`src/rtl/tcu_pkg.sv`:
```
// Purpose: Shared constants, types and helpers of the timer/counter unit.
// Assumes: Byte-wide special function register bus, one system clock.
// Notes: Addresses are the register bus byte addresses.
package tcu_pkg;

    // Register addresses
    localparam logic [7:0] TCU_ADDR_T01_MODE = 8'h89;
    localparam logic [7:0] TCU_ADDR_T0_LOW = 8'h8A;
    localparam logic [7:0] TCU_ADDR_T1_LOW = 8'h8B;
    localparam logic [7:0] TCU_ADDR_T0_HIGH = 8'h8C;
    localparam logic [7:0] TCU_ADDR_T1_HIGH = 8'h8D;
    localparam logic [7:0] TCU_ADDR_T2_CTRL = 8'hC8;
    localparam logic [7:0] TCU_ADDR_T2_RC_LOW = 8'hCA;
    localparam logic [7:0] TCU_ADDR_T2_RC_HIGH = 8'hCB;
    localparam logic [7:0] TCU_ADDR_T2_LOW = 8'hCC;
    localparam logic [7:0] TCU_ADDR_T2_HIGH = 8'hCD;
    localparam logic [7:0] TCU_ADDR_AUXILIARY_CONTROL_ONE = 8'hF8;

    // Values after reset and on unmapped reads
    localparam logic [7:0] TCU_RESET_BYTE = 8'h00;
    localparam logic [7:0] TCU_UNMAPPED_BYTE = 8'h00;

    // Field positions in the timer 0/1 mode register
    localparam int TCU_T1_CTR_SEL_POS = 6;
    localparam int TCU_T1_MODE_POS = 4;
    localparam int TCU_T0_CTR_SEL_POS = 2;
    localparam int TCU_T0_MODE_POS = 0;

    // Field positions in the auxiliary control register
    localparam int TCU_AUX_T2_SRC_POS = 2;
    localparam int TCU_AUX_T1_SRC_POS = 1;

    // Cycle counts
    localparam int TCU_SYS_TICK_DIV = 2;
    localparam int TCU_SLOW_DIV = 16;

    // Timer 0/1 mode field encodings
    localparam logic [1:0] TCU_MODE_PRESCALE = 2'h0;
    localparam logic [1:0] TCU_MODE_16BIT = 2'h1;
    localparam logic [1:0] TCU_MODE_AUTO8 = 2'h2;
    localparam logic [1:0] TCU_MODE_STOP = 2'h3;

    // Prescaler of the 8-bit mode is the low five bits of the low byte
    localparam logic [7:0] TCU_PRESCALE_MASK = 8'h1F;

    // Edge input lanes
    localparam int TCU_EDGE_T0 = 0;
    localparam int TCU_EDGE_T1 = 1;
    localparam int TCU_EDGE_T2 = 2;
    localparam int TCU_EDGE_TRIG = 3;
    localparam int TCU_EDGE_SLOW = 4;
    localparam int TCU_EDGE_COUNT = 5;

    // Timer 2 control register, bit 7 first
    typedef struct packed {
        logic ovf_flag;
        logic ext_flag;
        logic rx_baud;
        logic tx_baud;
        logic ext_en;
        logic run;
        logic ctr_sel;
        logic cap_mode;
    } tcu_t2ctl_type;

    typedef struct packed {
        logic ovf;
        logic [15:0] count;
    } tcu_step_type;

    // One step of timer 0 or timer 1 in the given mode
    function automatic tcu_step_type tcu_t01_step(input logic [1:0] mode,
                                                  input logic [15:0] cnt,
                                                  input logic tick);
        tcu_step_type res;
        res.ovf = 1'b0;
        res.count = cnt;
        if (tick) begin
            case (mode)
                TCU_MODE_PRESCALE: begin
                    res.count[7:0] = (cnt[7:0] & ~TCU_PRESCALE_MASK)
                                   | ((cnt[7:0] + 8'h01) & TCU_PRESCALE_MASK);
                    if ((cnt[7:0] & TCU_PRESCALE_MASK) == TCU_PRESCALE_MASK) begin
                        res.count[15:8] = cnt[15:8] + 8'h01;
                        res.ovf = (cnt[15:8] == 8'hFF);
                    end
                end
                TCU_MODE_16BIT: begin
                    res.count = cnt + 16'h0001;
                    res.ovf = (cnt == 16'hFFFF);
                end
                TCU_MODE_AUTO8: begin
                    res.ovf = (cnt[7:0] == 8'hFF);
                    res.count[7:0] = res.ovf ? cnt[15:8] : cnt[7:0] + 8'h01;
                end
                default: begin
                    res.count = cnt;
                end
            endcase
        end
        return res;
    endfunction : tcu_t01_step

endpackage : tcu_pkg

```
`src/rtl/tcu_fall_sync.sv`:
```
// Purpose: Synchronise pin inputs and flag their falling edges.
// Assumes: Pins are asynchronous to sys_clk_i and held at least two cycles per level.
// Notes: One pulse per falling edge, three cycles after the pin falls.
`timescale 1ns/1ps
`default_nettype none
module tcu_fall_sync
    import tcu_pkg::*;
#(
    parameter int WIDTH = 1
) (
    input wire logic sys_clk_i,
    input wire logic sys_rst_i,
    input wire logic [WIDTH-1:0] pin_i,
    output logic [WIDTH-1:0] fall_o
);
    logic [WIDTH-1:0] meta;
    logic [WIDTH-1:0] stable;
    logic [WIDTH-1:0] last;

    // Resets high so an idle-high pin gives no false edge
    always_ff @(posedge sys_clk_i or posedge sys_rst_i) begin
        if (sys_rst_i) begin
            meta <= '1;
            stable <= '1;
            last <= '1;
        end else begin
            meta <= pin_i;
            stable <= meta;
            last <= stable;
        end
    end

    always_ff @(posedge sys_clk_i or posedge sys_rst_i) begin
        if (sys_rst_i) begin
            fall_o <= '0;
        end else begin
            fall_o <= last & ~stable;
        end
    end
endmodule : tcu_fall_sync
`default_nettype wire

```
`src/rtl/tcu_slow_div.sv`:
```
// Purpose: Divide the slow clock edge pulses into one tick per DIV edges.
// Assumes: Edge pulses already synchronised to the system clock.
// Notes: Tick is a one-cycle enable, never a clock.
`timescale 1ns/1ps
`default_nettype none
module tcu_slow_div
    import tcu_pkg::*;
#(
    parameter int DIV = TCU_SLOW_DIV
) (
    input wire logic sys_clk_i,
    input wire logic sys_rst_i,
    input wire logic edge_i,
    output logic tick_o
);
    localparam int CW = $clog2(DIV);
    localparam logic [CW-1:0] LAST = CW'(DIV - 1);

    logic [CW-1:0] cnt;

    always_ff @(posedge sys_clk_i or posedge sys_rst_i) begin
        if (sys_rst_i) begin
            cnt <= '0;
            tick_o <= 1'b0;
        end else begin
            tick_o <= 1'b0;
            if (edge_i) begin
                cnt <= (cnt == LAST) ? '0 : cnt + 1'b1;
                tick_o <= (cnt == LAST);
            end
        end
    end
endmodule : tcu_slow_div
`default_nettype wire

```
`src/rtl/tcu_top.sv`:
```
// Purpose: Timer/counter unit: timers 0 and 1 count bytes, timer 2 and baud select.
// Assumes: CPU register bus on sys_clk_i; reads return data the cycle after.
// Notes: Run enables of timers 0/1 come from the CPU timer control logic.
// Functional notes
// - Timer 0 low/high bytes, read/write, reset zero
// - Timer 1 low/high bytes, read/write, reset zero
// - Timer 1 counter input: pin or slow/16
// - Timer 2 count and reload/capture, byte split
// - Timer 2 overflow flag unless baud use
// - Enabled trigger fall: capture/reload, external flag
// - Timer 2 counts only while run set
// - Timer 2 ticks every 2 cycles, pin falls or slow/16
// - Receive baud from timer 2 or timer 1
// - Transmit baud from timer 2 or timer 1
// - Timers 0/1 tick every 2 cycles
// - Timers 0/1 counter mode counts pin falls, or slow/16 for timer 1
// - Mode 00: 8-bit counter, 5-bit prescaler
// - Mode 01: one 16-bit counter
`timescale 1ns/1ps
`default_nettype none
module tcu_top
    import tcu_pkg::*;
(
    input wire logic sys_clk_i,
    input wire logic sys_rst_i,
    input wire logic [7:0] sfr_addr_i,
    input wire logic sfr_wr_i,
    input wire logic [7:0] sfr_wdata_i,
    output logic [7:0] sfr_rdata_o,
    input wire logic timer0_run_i,
    input wire logic timer1_run_i,
    input wire logic timer0_ext_count_pin_i,
    input wire logic timer1_ext_count_pin_i,
    input wire logic timer2_ext_count_pin_i,
    input wire logic timer2_trigger_pin_i,
    input wire logic slow_oscillator_clock_i,
    output logic timer0_overflow_o,
    output logic timer1_overflow_o,
    output logic timer2_overflow_o,
    output logic uart_rx_baud_tick_o,
    output logic uart_tx_baud_tick_o
);
    // Shared rate divider
    localparam int SYS_CW = $clog2(TCU_SYS_TICK_DIV);
    localparam logic [SYS_CW-1:0] SYS_LAST = SYS_CW'(TCU_SYS_TICK_DIV - 1);

    // Register state
    logic [7:0] t01_mode;
    logic [7:0] auxiliary_control_one;
    logic [15:0] t0_count;
    logic [15:0] t1_count;
    logic [15:0] t2_count;
    logic [15:0] t2_rc;
    tcu_t2ctl_type t2_ctl;
    tcu_t2ctl_type next_t2_ctl;

    // Timing sources
    logic [SYS_CW-1:0] sys_div;
    logic sys_tick;
    logic [TCU_EDGE_COUNT-1:0] pin_fall;
    logic slow_tick;

    // Write decode
    logic wr_t0_low;
    logic wr_t0_high;
    logic wr_t1_low;
    logic wr_t1_high;
    logic wr_t2_low;
    logic wr_t2_high;
    logic wr_rc_low;
    logic wr_rc_high;

    // Timer datapath
    logic t0_tick;
    logic t1_tick;
    logic t2_tick;

    logic t1_src;
    logic t2_src;

    tcu_step_type t0_step;
    tcu_step_type t1_step;
    logic t0_ovf;
    logic t1_ovf;

    // Timer 2 datapath
    logic t2_baud;
    logic t2_auto;
    logic t2_ovf;
    logic t2_trig;
    logic t2_reload;
    logic t2_capture;
    logic [15:0] next_t2_count;

    tcu_fall_sync #(
        .WIDTH(TCU_EDGE_COUNT)
    ) u_fall_sync (
        .sys_clk_i(sys_clk_i),
        .sys_rst_i(sys_rst_i),
        .pin_i({slow_oscillator_clock_i,
                timer2_trigger_pin_i,
                timer2_ext_count_pin_i,
                timer1_ext_count_pin_i,
                timer0_ext_count_pin_i}),
        .fall_o(pin_fall)
    );

    // Slow clock is only ever counted, never used as a clock here
    tcu_slow_div #(
        .DIV(TCU_SLOW_DIV)
    ) u_slow_div (
        .sys_clk_i(sys_clk_i),
        .sys_rst_i(sys_rst_i),
        .edge_i(pin_fall[TCU_EDGE_SLOW]),
        .tick_o(slow_tick)
    );

    // Shared timer-mode rate: one tick every two system clocks
    always_ff @(posedge sys_clk_i or posedge sys_rst_i) begin
        if (sys_rst_i) begin
            sys_div <= '0;
        end else begin
            sys_div <= (sys_div == SYS_LAST) ? '0 : sys_div + 1'b1;
        end
    end
    // Phase runs free from reset
    assign sys_tick = (sys_div == SYS_LAST);

    // Write strobes
    assign wr_t0_low = sfr_wr_i && (sfr_addr_i == TCU_ADDR_T0_LOW);
    assign wr_t0_high = sfr_wr_i && (sfr_addr_i == TCU_ADDR_T0_HIGH);
    assign wr_t1_low = sfr_wr_i && (sfr_addr_i == TCU_ADDR_T1_LOW);
    assign wr_t1_high = sfr_wr_i && (sfr_addr_i == TCU_ADDR_T1_HIGH);

    // Timer 2 byte strobes
    assign wr_t2_low = sfr_wr_i && (sfr_addr_i == TCU_ADDR_T2_LOW);
    assign wr_t2_high = sfr_wr_i && (sfr_addr_i == TCU_ADDR_T2_HIGH);
    assign wr_rc_low = sfr_wr_i && (sfr_addr_i == TCU_ADDR_T2_RC_LOW);
    assign wr_rc_high = sfr_wr_i && (sfr_addr_i == TCU_ADDR_T2_RC_HIGH);

    // Mode register; gate bits stored only
    always_ff @(posedge sys_clk_i or posedge sys_rst_i) begin
        if (sys_rst_i) begin
            t01_mode <= TCU_RESET_BYTE;
        end else if (sfr_wr_i && (sfr_addr_i == TCU_ADDR_T01_MODE)) begin
            t01_mode <= sfr_wdata_i;
        end
    end

    always_ff @(posedge sys_clk_i or posedge sys_rst_i) begin
        if (sys_rst_i) begin
            auxiliary_control_one <= TCU_RESET_BYTE;
        end else if (sfr_wr_i && (sfr_addr_i == TCU_ADDR_AUXILIARY_CONTROL_ONE)) begin
            auxiliary_control_one <= sfr_wdata_i;
        end
    end

    // Timers 0 and 1 tick sources
    assign t1_src = auxiliary_control_one[TCU_AUX_T1_SRC_POS] ? slow_tick : pin_fall[TCU_EDGE_T1];
    assign t0_tick = timer0_run_i && (t01_mode[TCU_T0_CTR_SEL_POS]
                     ? pin_fall[TCU_EDGE_T0] : sys_tick);
    assign t1_tick = timer1_run_i && (t01_mode[TCU_T1_CTR_SEL_POS]
                     ? t1_src : sys_tick);

    // Mode 00 prescaler and mode 01 16-bit chain live in the step function
    assign t0_step = tcu_t01_step(t01_mode[TCU_T0_MODE_POS +: 2], t0_count, t0_tick);
    assign t1_step = tcu_t01_step(t01_mode[TCU_T1_MODE_POS +: 2], t1_count, t1_tick);

    // No pulse in a cycle that writes the timer
    assign t0_ovf = t0_step.ovf && !(wr_t0_low || wr_t0_high);
    assign t1_ovf = t1_step.ovf && !(wr_t1_low || wr_t1_high);

    // A software write to a byte wins over that byte's count update
    always_ff @(posedge sys_clk_i or posedge sys_rst_i) begin
        if (sys_rst_i) begin
            t0_count <= {TCU_RESET_BYTE, TCU_RESET_BYTE};
        end else begin
            t0_count[7:0] <= wr_t0_low ? sfr_wdata_i : t0_step.count[7:0];
            t0_count[15:8] <= wr_t0_high ? sfr_wdata_i : t0_step.count[15:8];
        end
    end

    // Same write priority for timer 1
    always_ff @(posedge sys_clk_i or posedge sys_rst_i) begin
        if (sys_rst_i) begin
            t1_count <= {TCU_RESET_BYTE, TCU_RESET_BYTE};
        end else begin
            t1_count[7:0] <= wr_t1_low ? sfr_wdata_i : t1_step.count[7:0];
            t1_count[15:8] <= wr_t1_high ? sfr_wdata_i : t1_step.count[15:8];
        end
    end

    // Timer 2 datapath
    assign t2_src = auxiliary_control_one[TCU_AUX_T2_SRC_POS] ? slow_tick : pin_fall[TCU_EDGE_T2];
    assign t2_tick = t2_ctl.run && (t2_ctl.ctr_sel ? t2_src : sys_tick);
    assign t2_ovf = t2_tick && (t2_count == 16'hFFFF);
    assign t2_baud = t2_ctl.rx_baud || t2_ctl.tx_baud;
    assign t2_auto = !t2_ctl.cap_mode || t2_baud;
    assign t2_trig = t2_ctl.ext_en && pin_fall[TCU_EDGE_TRIG];
    assign t2_reload = t2_auto && (t2_ovf || t2_trig);
    assign t2_capture = !t2_auto && t2_trig;

    // In capture mode the overflow simply wraps to zero
    always_comb begin
        next_t2_count = t2_count;
        if (t2_reload) begin
            next_t2_count = t2_rc;
        end else if (t2_tick) begin
            next_t2_count = t2_count + 16'h0001;
        end
    end

    // Bytes unlatched: a 16-bit read can tear
    always_ff @(posedge sys_clk_i or posedge sys_rst_i) begin
        if (sys_rst_i) begin
            t2_count <= {TCU_RESET_BYTE, TCU_RESET_BYTE};
        end else begin
            t2_count[7:0] <= wr_t2_low ? sfr_wdata_i : next_t2_count[7:0];
            t2_count[15:8] <= wr_t2_high ? sfr_wdata_i : next_t2_count[15:8];
        end
    end

    // A capture wins over a software write to the same register
    always_ff @(posedge sys_clk_i or posedge sys_rst_i) begin
        if (sys_rst_i) begin
            t2_rc <= {TCU_RESET_BYTE, TCU_RESET_BYTE};
        end else if (t2_capture) begin
            t2_rc <= t2_count;
        end else begin
            if (wr_rc_low) begin
                t2_rc[7:0] <= sfr_wdata_i;
            end
            if (wr_rc_high) begin
                t2_rc[15:8] <= sfr_wdata_i;
            end
        end
    end

    // Hardware sets of both flags win over a software clear in the same cycle
    always_comb begin
        next_t2_ctl = t2_ctl;
        if (sfr_wr_i && (sfr_addr_i == TCU_ADDR_T2_CTRL)) begin
            next_t2_ctl = tcu_t2ctl_type'(sfr_wdata_i);
        end
        if (t2_ovf && !t2_baud) begin
            next_t2_ctl.ovf_flag = 1'b1;
        end
        if (t2_trig) begin
            next_t2_ctl.ext_flag = 1'b1;
        end
    end

    // Flags live in the control register
    always_ff @(posedge sys_clk_i or posedge sys_rst_i) begin
        if (sys_rst_i) begin
            t2_ctl <= tcu_t2ctl_type'(TCU_RESET_BYTE);
        end else begin
            t2_ctl <= next_t2_ctl;
        end
    end

    // Overflow pulses and baud clock routing
    always_ff @(posedge sys_clk_i or posedge sys_rst_i) begin
        if (sys_rst_i) begin
            timer0_overflow_o <= 1'b0;
            timer1_overflow_o <= 1'b0;
            timer2_overflow_o <= 1'b0;
            uart_rx_baud_tick_o <= 1'b0;
            uart_tx_baud_tick_o <= 1'b0;
        end else begin
            timer0_overflow_o <= t0_ovf;
            timer1_overflow_o <= t1_ovf;
            timer2_overflow_o <= t2_ovf;
            uart_rx_baud_tick_o <= t2_ctl.rx_baud ? t2_ovf : t1_ovf;
            uart_tx_baud_tick_o <= t2_ctl.tx_baud ? t2_ovf : t1_ovf;
        end
    end

    // Read data follows the address by one cycle
    always_ff @(posedge sys_clk_i or posedge sys_rst_i) begin
        if (sys_rst_i) begin
            sfr_rdata_o <= TCU_UNMAPPED_BYTE;
        end else begin
            case (sfr_addr_i)
                TCU_ADDR_T01_MODE: sfr_rdata_o <= t01_mode;
                TCU_ADDR_T0_LOW: sfr_rdata_o <= t0_count[7:0];
                TCU_ADDR_T0_HIGH: sfr_rdata_o <= t0_count[15:8];
                TCU_ADDR_T1_LOW: sfr_rdata_o <= t1_count[7:0];
                TCU_ADDR_T1_HIGH: sfr_rdata_o <= t1_count[15:8];
                TCU_ADDR_T2_CTRL: sfr_rdata_o <= t2_ctl;
                TCU_ADDR_T2_RC_LOW: sfr_rdata_o <= t2_rc[7:0];
                TCU_ADDR_T2_RC_HIGH: sfr_rdata_o <= t2_rc[15:8];
                TCU_ADDR_T2_LOW: sfr_rdata_o <= t2_count[7:0];
                TCU_ADDR_T2_HIGH: sfr_rdata_o <= t2_count[15:8];
                TCU_ADDR_AUXILIARY_CONTROL_ONE: sfr_rdata_o <= auxiliary_control_one;
                default: sfr_rdata_o <= TCU_UNMAPPED_BYTE;
            endcase
        end
    end
endmodule : tcu_top
`default_nettype wire

```
`config.mk`:
```
export PLATFORM = sky130hd
export DESIGN_NAME = tcu_top
export DESIGN_NICKNAME = d
export VERILOG_FILES = /design/src/rtl/tcu_pkg.sv /design/src/rtl/tcu_fall_sync.sv /design/src/rtl/tcu_slow_div.sv /design/src/rtl/tcu_top.sv
export SDC_FILE = /design/constraint.sdc
export NUM_CORES = 1
export LEC_CHECK = 0
export BUFFER_PORTS_ARGS = -buffer_cell sky130_fd_sc_hd__buf_2
export CORE_MARGIN = 5
export CORE_UTILIZATION = 40
export CTS_CLUSTER_DIAMETER = 30
export DETAILED_ROUTE_END_ITERATION = 16
export GPL_ROUTABILITY_DRIVEN = 0
export HOLD_SLACK_MARGIN = 0.02
export PLACE_DENSITY_LB_ADDON = 0.15
export SLEW_MARGIN = 20
export SYNTH_ARGS = -nofsm -noshare
export SYNTH_HDL_FRONTEND = slang
export SYNTH_SLANG_ARGS = --single-unit
```
`constraint.sdc`:
```
create_clock -name sys_clk_i -period 10 [get_ports sys_clk_i]
set_input_delay 0.5 -clock sys_clk_i [delete_from_list [all_inputs] [get_ports sys_clk_i]]
set_output_delay 0.5 -clock sys_clk_i [all_outputs]
set_load 0.01 [all_outputs]
```
==> flow_metrics.tcl <==
set metrics [dict create \
    path_clk_slew_ns 0.06 \
    postCtsSetupRepairBufs 0 \
    cts.path.max_buffers 2 \
    grt.total_usage_pct 21.7 \
    synth_cell_type_count 62 \
    final_common_cell "dfrtp_1" \
    route.detailed.drc 0 \
    total_power_mw 1.72 \
    cts_num_sinks 127 \
    syn_nets 836 \
    wirelength_mm 22.8 \
    dp_slack_ns 6.83 \
    grt_pass1_wl_mm 36.3 \
    slowest_delay_ns 0.53 \
    synth_seq_area_share_pct 43.2 \
    ys.flop_type "dfrtp_1" \
    min_period_over_period_pct 28.6 \
    ir_worst_vdd_uv 120 \
    n_fill_cell 1706 \
    cp_top_family "simple AND/OR/NAND/NOR gates" \
    port_buffers 38 \
    rsz0062_at_grt "no" \
    initial_core_util_pct 40.9 \
    end_kind "flip-flop" \
    min_path_type "in2async" \
    drt-pass1-iter-count 5 \
    fin_skew_ns 0.00862 \
    post-route-min-period_ns 2.86 \
    cts_max_level 4 \
    cts-buffers-inserted 17 \
    fin_nets 849 \
    yosys_warnings 0 \
    run_status "completed" \
    synth_edf_count 0 \
    grt.overflow.total 0 \
    critPathSlowestCell "dfrtp_1" \
    ys_seq_elements 127 \
    avgSynthCellArea_um2 9.31 \
    hold_viol_final 0 \
    multiInputGateArea_um2 3940 \
    cts_tree "yes" \
    r2r_setup_slack_ns 7.14 \
    dp_hpwl_mm 15.9 \
    setup_tns_ns 0 \
    hold_buffers 0 \
    instances_no_fill 1050 \
    powerDensity_nw_per_um2 206 \
    drive_above_1_share_pct 16.2 \
    tightest_slew_ns 0.974 \
    coreArea_um2 18100 \
    syn_area_um2 7390 \
    maxCapViolCount 0 \
    dieHeight_um 146 \
    die_x_um 146 \
    num_vias 6470 \
    synthCells 794 \
    grt_pass1_vias 6293 \
    cp_data_required_time_ns 10.34 \
    rows 49 \
    via_per_inst 6.16 \
    antenna_found_initial 0 \
    post_cts_resized 0 \
    crit_type "reg2reg" \
    routedWlPerCell_um 21.7 \
    ant_nets 0 \
    io_pins 39 \
    setup_viol 0 \
    async_reset_ff_share_pct 100 \
    cp_cell_sequence "ha_1 -> and3_1 -> ha_1 -> nand2_1 -> a221oi_1 -> and3_1 -> nand2_1 -> or3_1 -> a31oi_1" \
    clock_tree.root_cell "clkbuf_16" \
    arrival_ns 3.19 \
    dp_cells 1017 \
    final_cell_mix "112 x dfrtp_1, 74 x nand2_1, 71 x nor2_1, 56 x a21oi_1, 56 x o21ai_0" \
    fmax_mhz 350 \
    slew_headroom_pct 34.9 \
    cp-start-kind "flip-flop" \
    path_buf_inv 0 \
    area_delta_synth_final_pct 12.8 \
    worstPathMaxFanout 7 \
    grt_max_degree 79 \
    insertion_delay_ns 0.42 \
    p_leak_nw 3.64 \
    drt_iter0_drc 643 \
    finalMaxSlewViolations 0 \
    register_area_um2 3200 \
    fin_ws_ns 7.14 \
    dieArea_um2 21300 \
]
## Yosys cell counts (all sizes together) (13+ instances only)
cell type / count / area [um^2]
a22o: 22 / 193
mux2: 21 / 236
nor2: 71 / 267
nand2: 74 / 278
dfrtp: 112 / 2800
ha: 16 / 200
a22oi: 23 / 173
nand4: 16 / 100
o21ai: 56 / 280
mux2i: 37 / 370
dfstp: 15 / 394
inv: 17 / 63.8
clkbuf: 38 / 146
a21oi: 57 / 297
nand3: 37 / 185
xnor2: 16 / 140
xor2: 13 / 114
## worst reg2reg max path, cell delays in order, from the launching register on
cell and delay (ns):
dfrtp_1 0.53, ha_1 0.40, and3_1 0.21, ha_1 0.21
nand2_1 0.11, a221oi_1 0.45, and3_1 0.26, nand2_1 0.10
or3_1 0.35, a31oi_1 0.16
## flip-flops by register name (all words and copies together) (netlist names), 4 cells and up
register / flops
t0_count: 16
t1_count: 16
t2_count: 16
t2_rc: 16
auxiliary_control_one: 8
sfr_rdata_o: 8
t01_mode: 8
t2_ctl: 8
u_fall_sync.fall_o: 5
u_fall_sync.last: 5
u_fall_sync.meta: 5
u_fall_sync.stable: 5
u_slow_div.cnt: 4
## through the flow
stage                     area (um^2)  hold slack, ns  util (%)
after floorplan                  7390           0.345         -
after global placement           7720           0.345      42.7
after detailed placement         7720           0.347      42.7
after CTS                        8330           0.113      46.1
after global routing             8340           0.135      46.1
final                            8340          0.0987      46.1
## worst paths after layout
check / end / startpoint / cells past startpoint
max: t1_count[15] / t1_count[1] / 9
min: t2_count[3] / sys_rst_i / 2
min reg2reg: u_fall_sync.stable[0] / u_fall_sync.meta[0] / 0
min in group sys_clk_i: u_fall_sync.meta[2] / timer2_ext_count_pin_i / 1
max in group asynchronous: t2_ctl[6] / sys_rst_i / 3
max reg2reg: t1_count[15] / t1_count[1] / 9
## final cells by class
type                       instances  area share (%)
sequential                       127            38.3
multi-input combinational        601            47.3
timing repair buffer              43            2.78
clock buffer                      18            5.15
clock inverter                    14            2.19
inverter                          17           0.825
tap                              229            3.44
antenna                            1          0.0300
## layer usage
layer  global-route usage, %  part of all wire, %
met1                    29.7                   44
met2                    33.9                   47
met3                    5.08                  6.8
met4                    7.50                  2.7
met5                       0                    0
## where the power goes
| part | switching [mW] | leakage [nW] | internal [mW] |
|---|---|---|---|
| clock | 0.249 | 0.293 | 0.397 |
| combinational | 0.176 | 1.81 | 0.150 |
| sequential | 0.153 | 1.53 | 0.598 |
## cells by family (layout without fill, tap and decap cells)
group                    Yosys count  in the layout  share of synthesized area, %
AO/OA/AOI/OAI                    231            231                          20.9
XOR/XNOR                          29             29                          3.43
adder cells (fa/ha/maj)           16             16                          2.71
buffers and inverters             66             92                          3.52
flip-flops                       127            127                          43.2
multiplexers                      58             58                          8.21
other                              0              1                             0
AND/OR/NAND/NOR                  267            267                          18.0
Note: power is estimated with default switching activity, not from simulation.
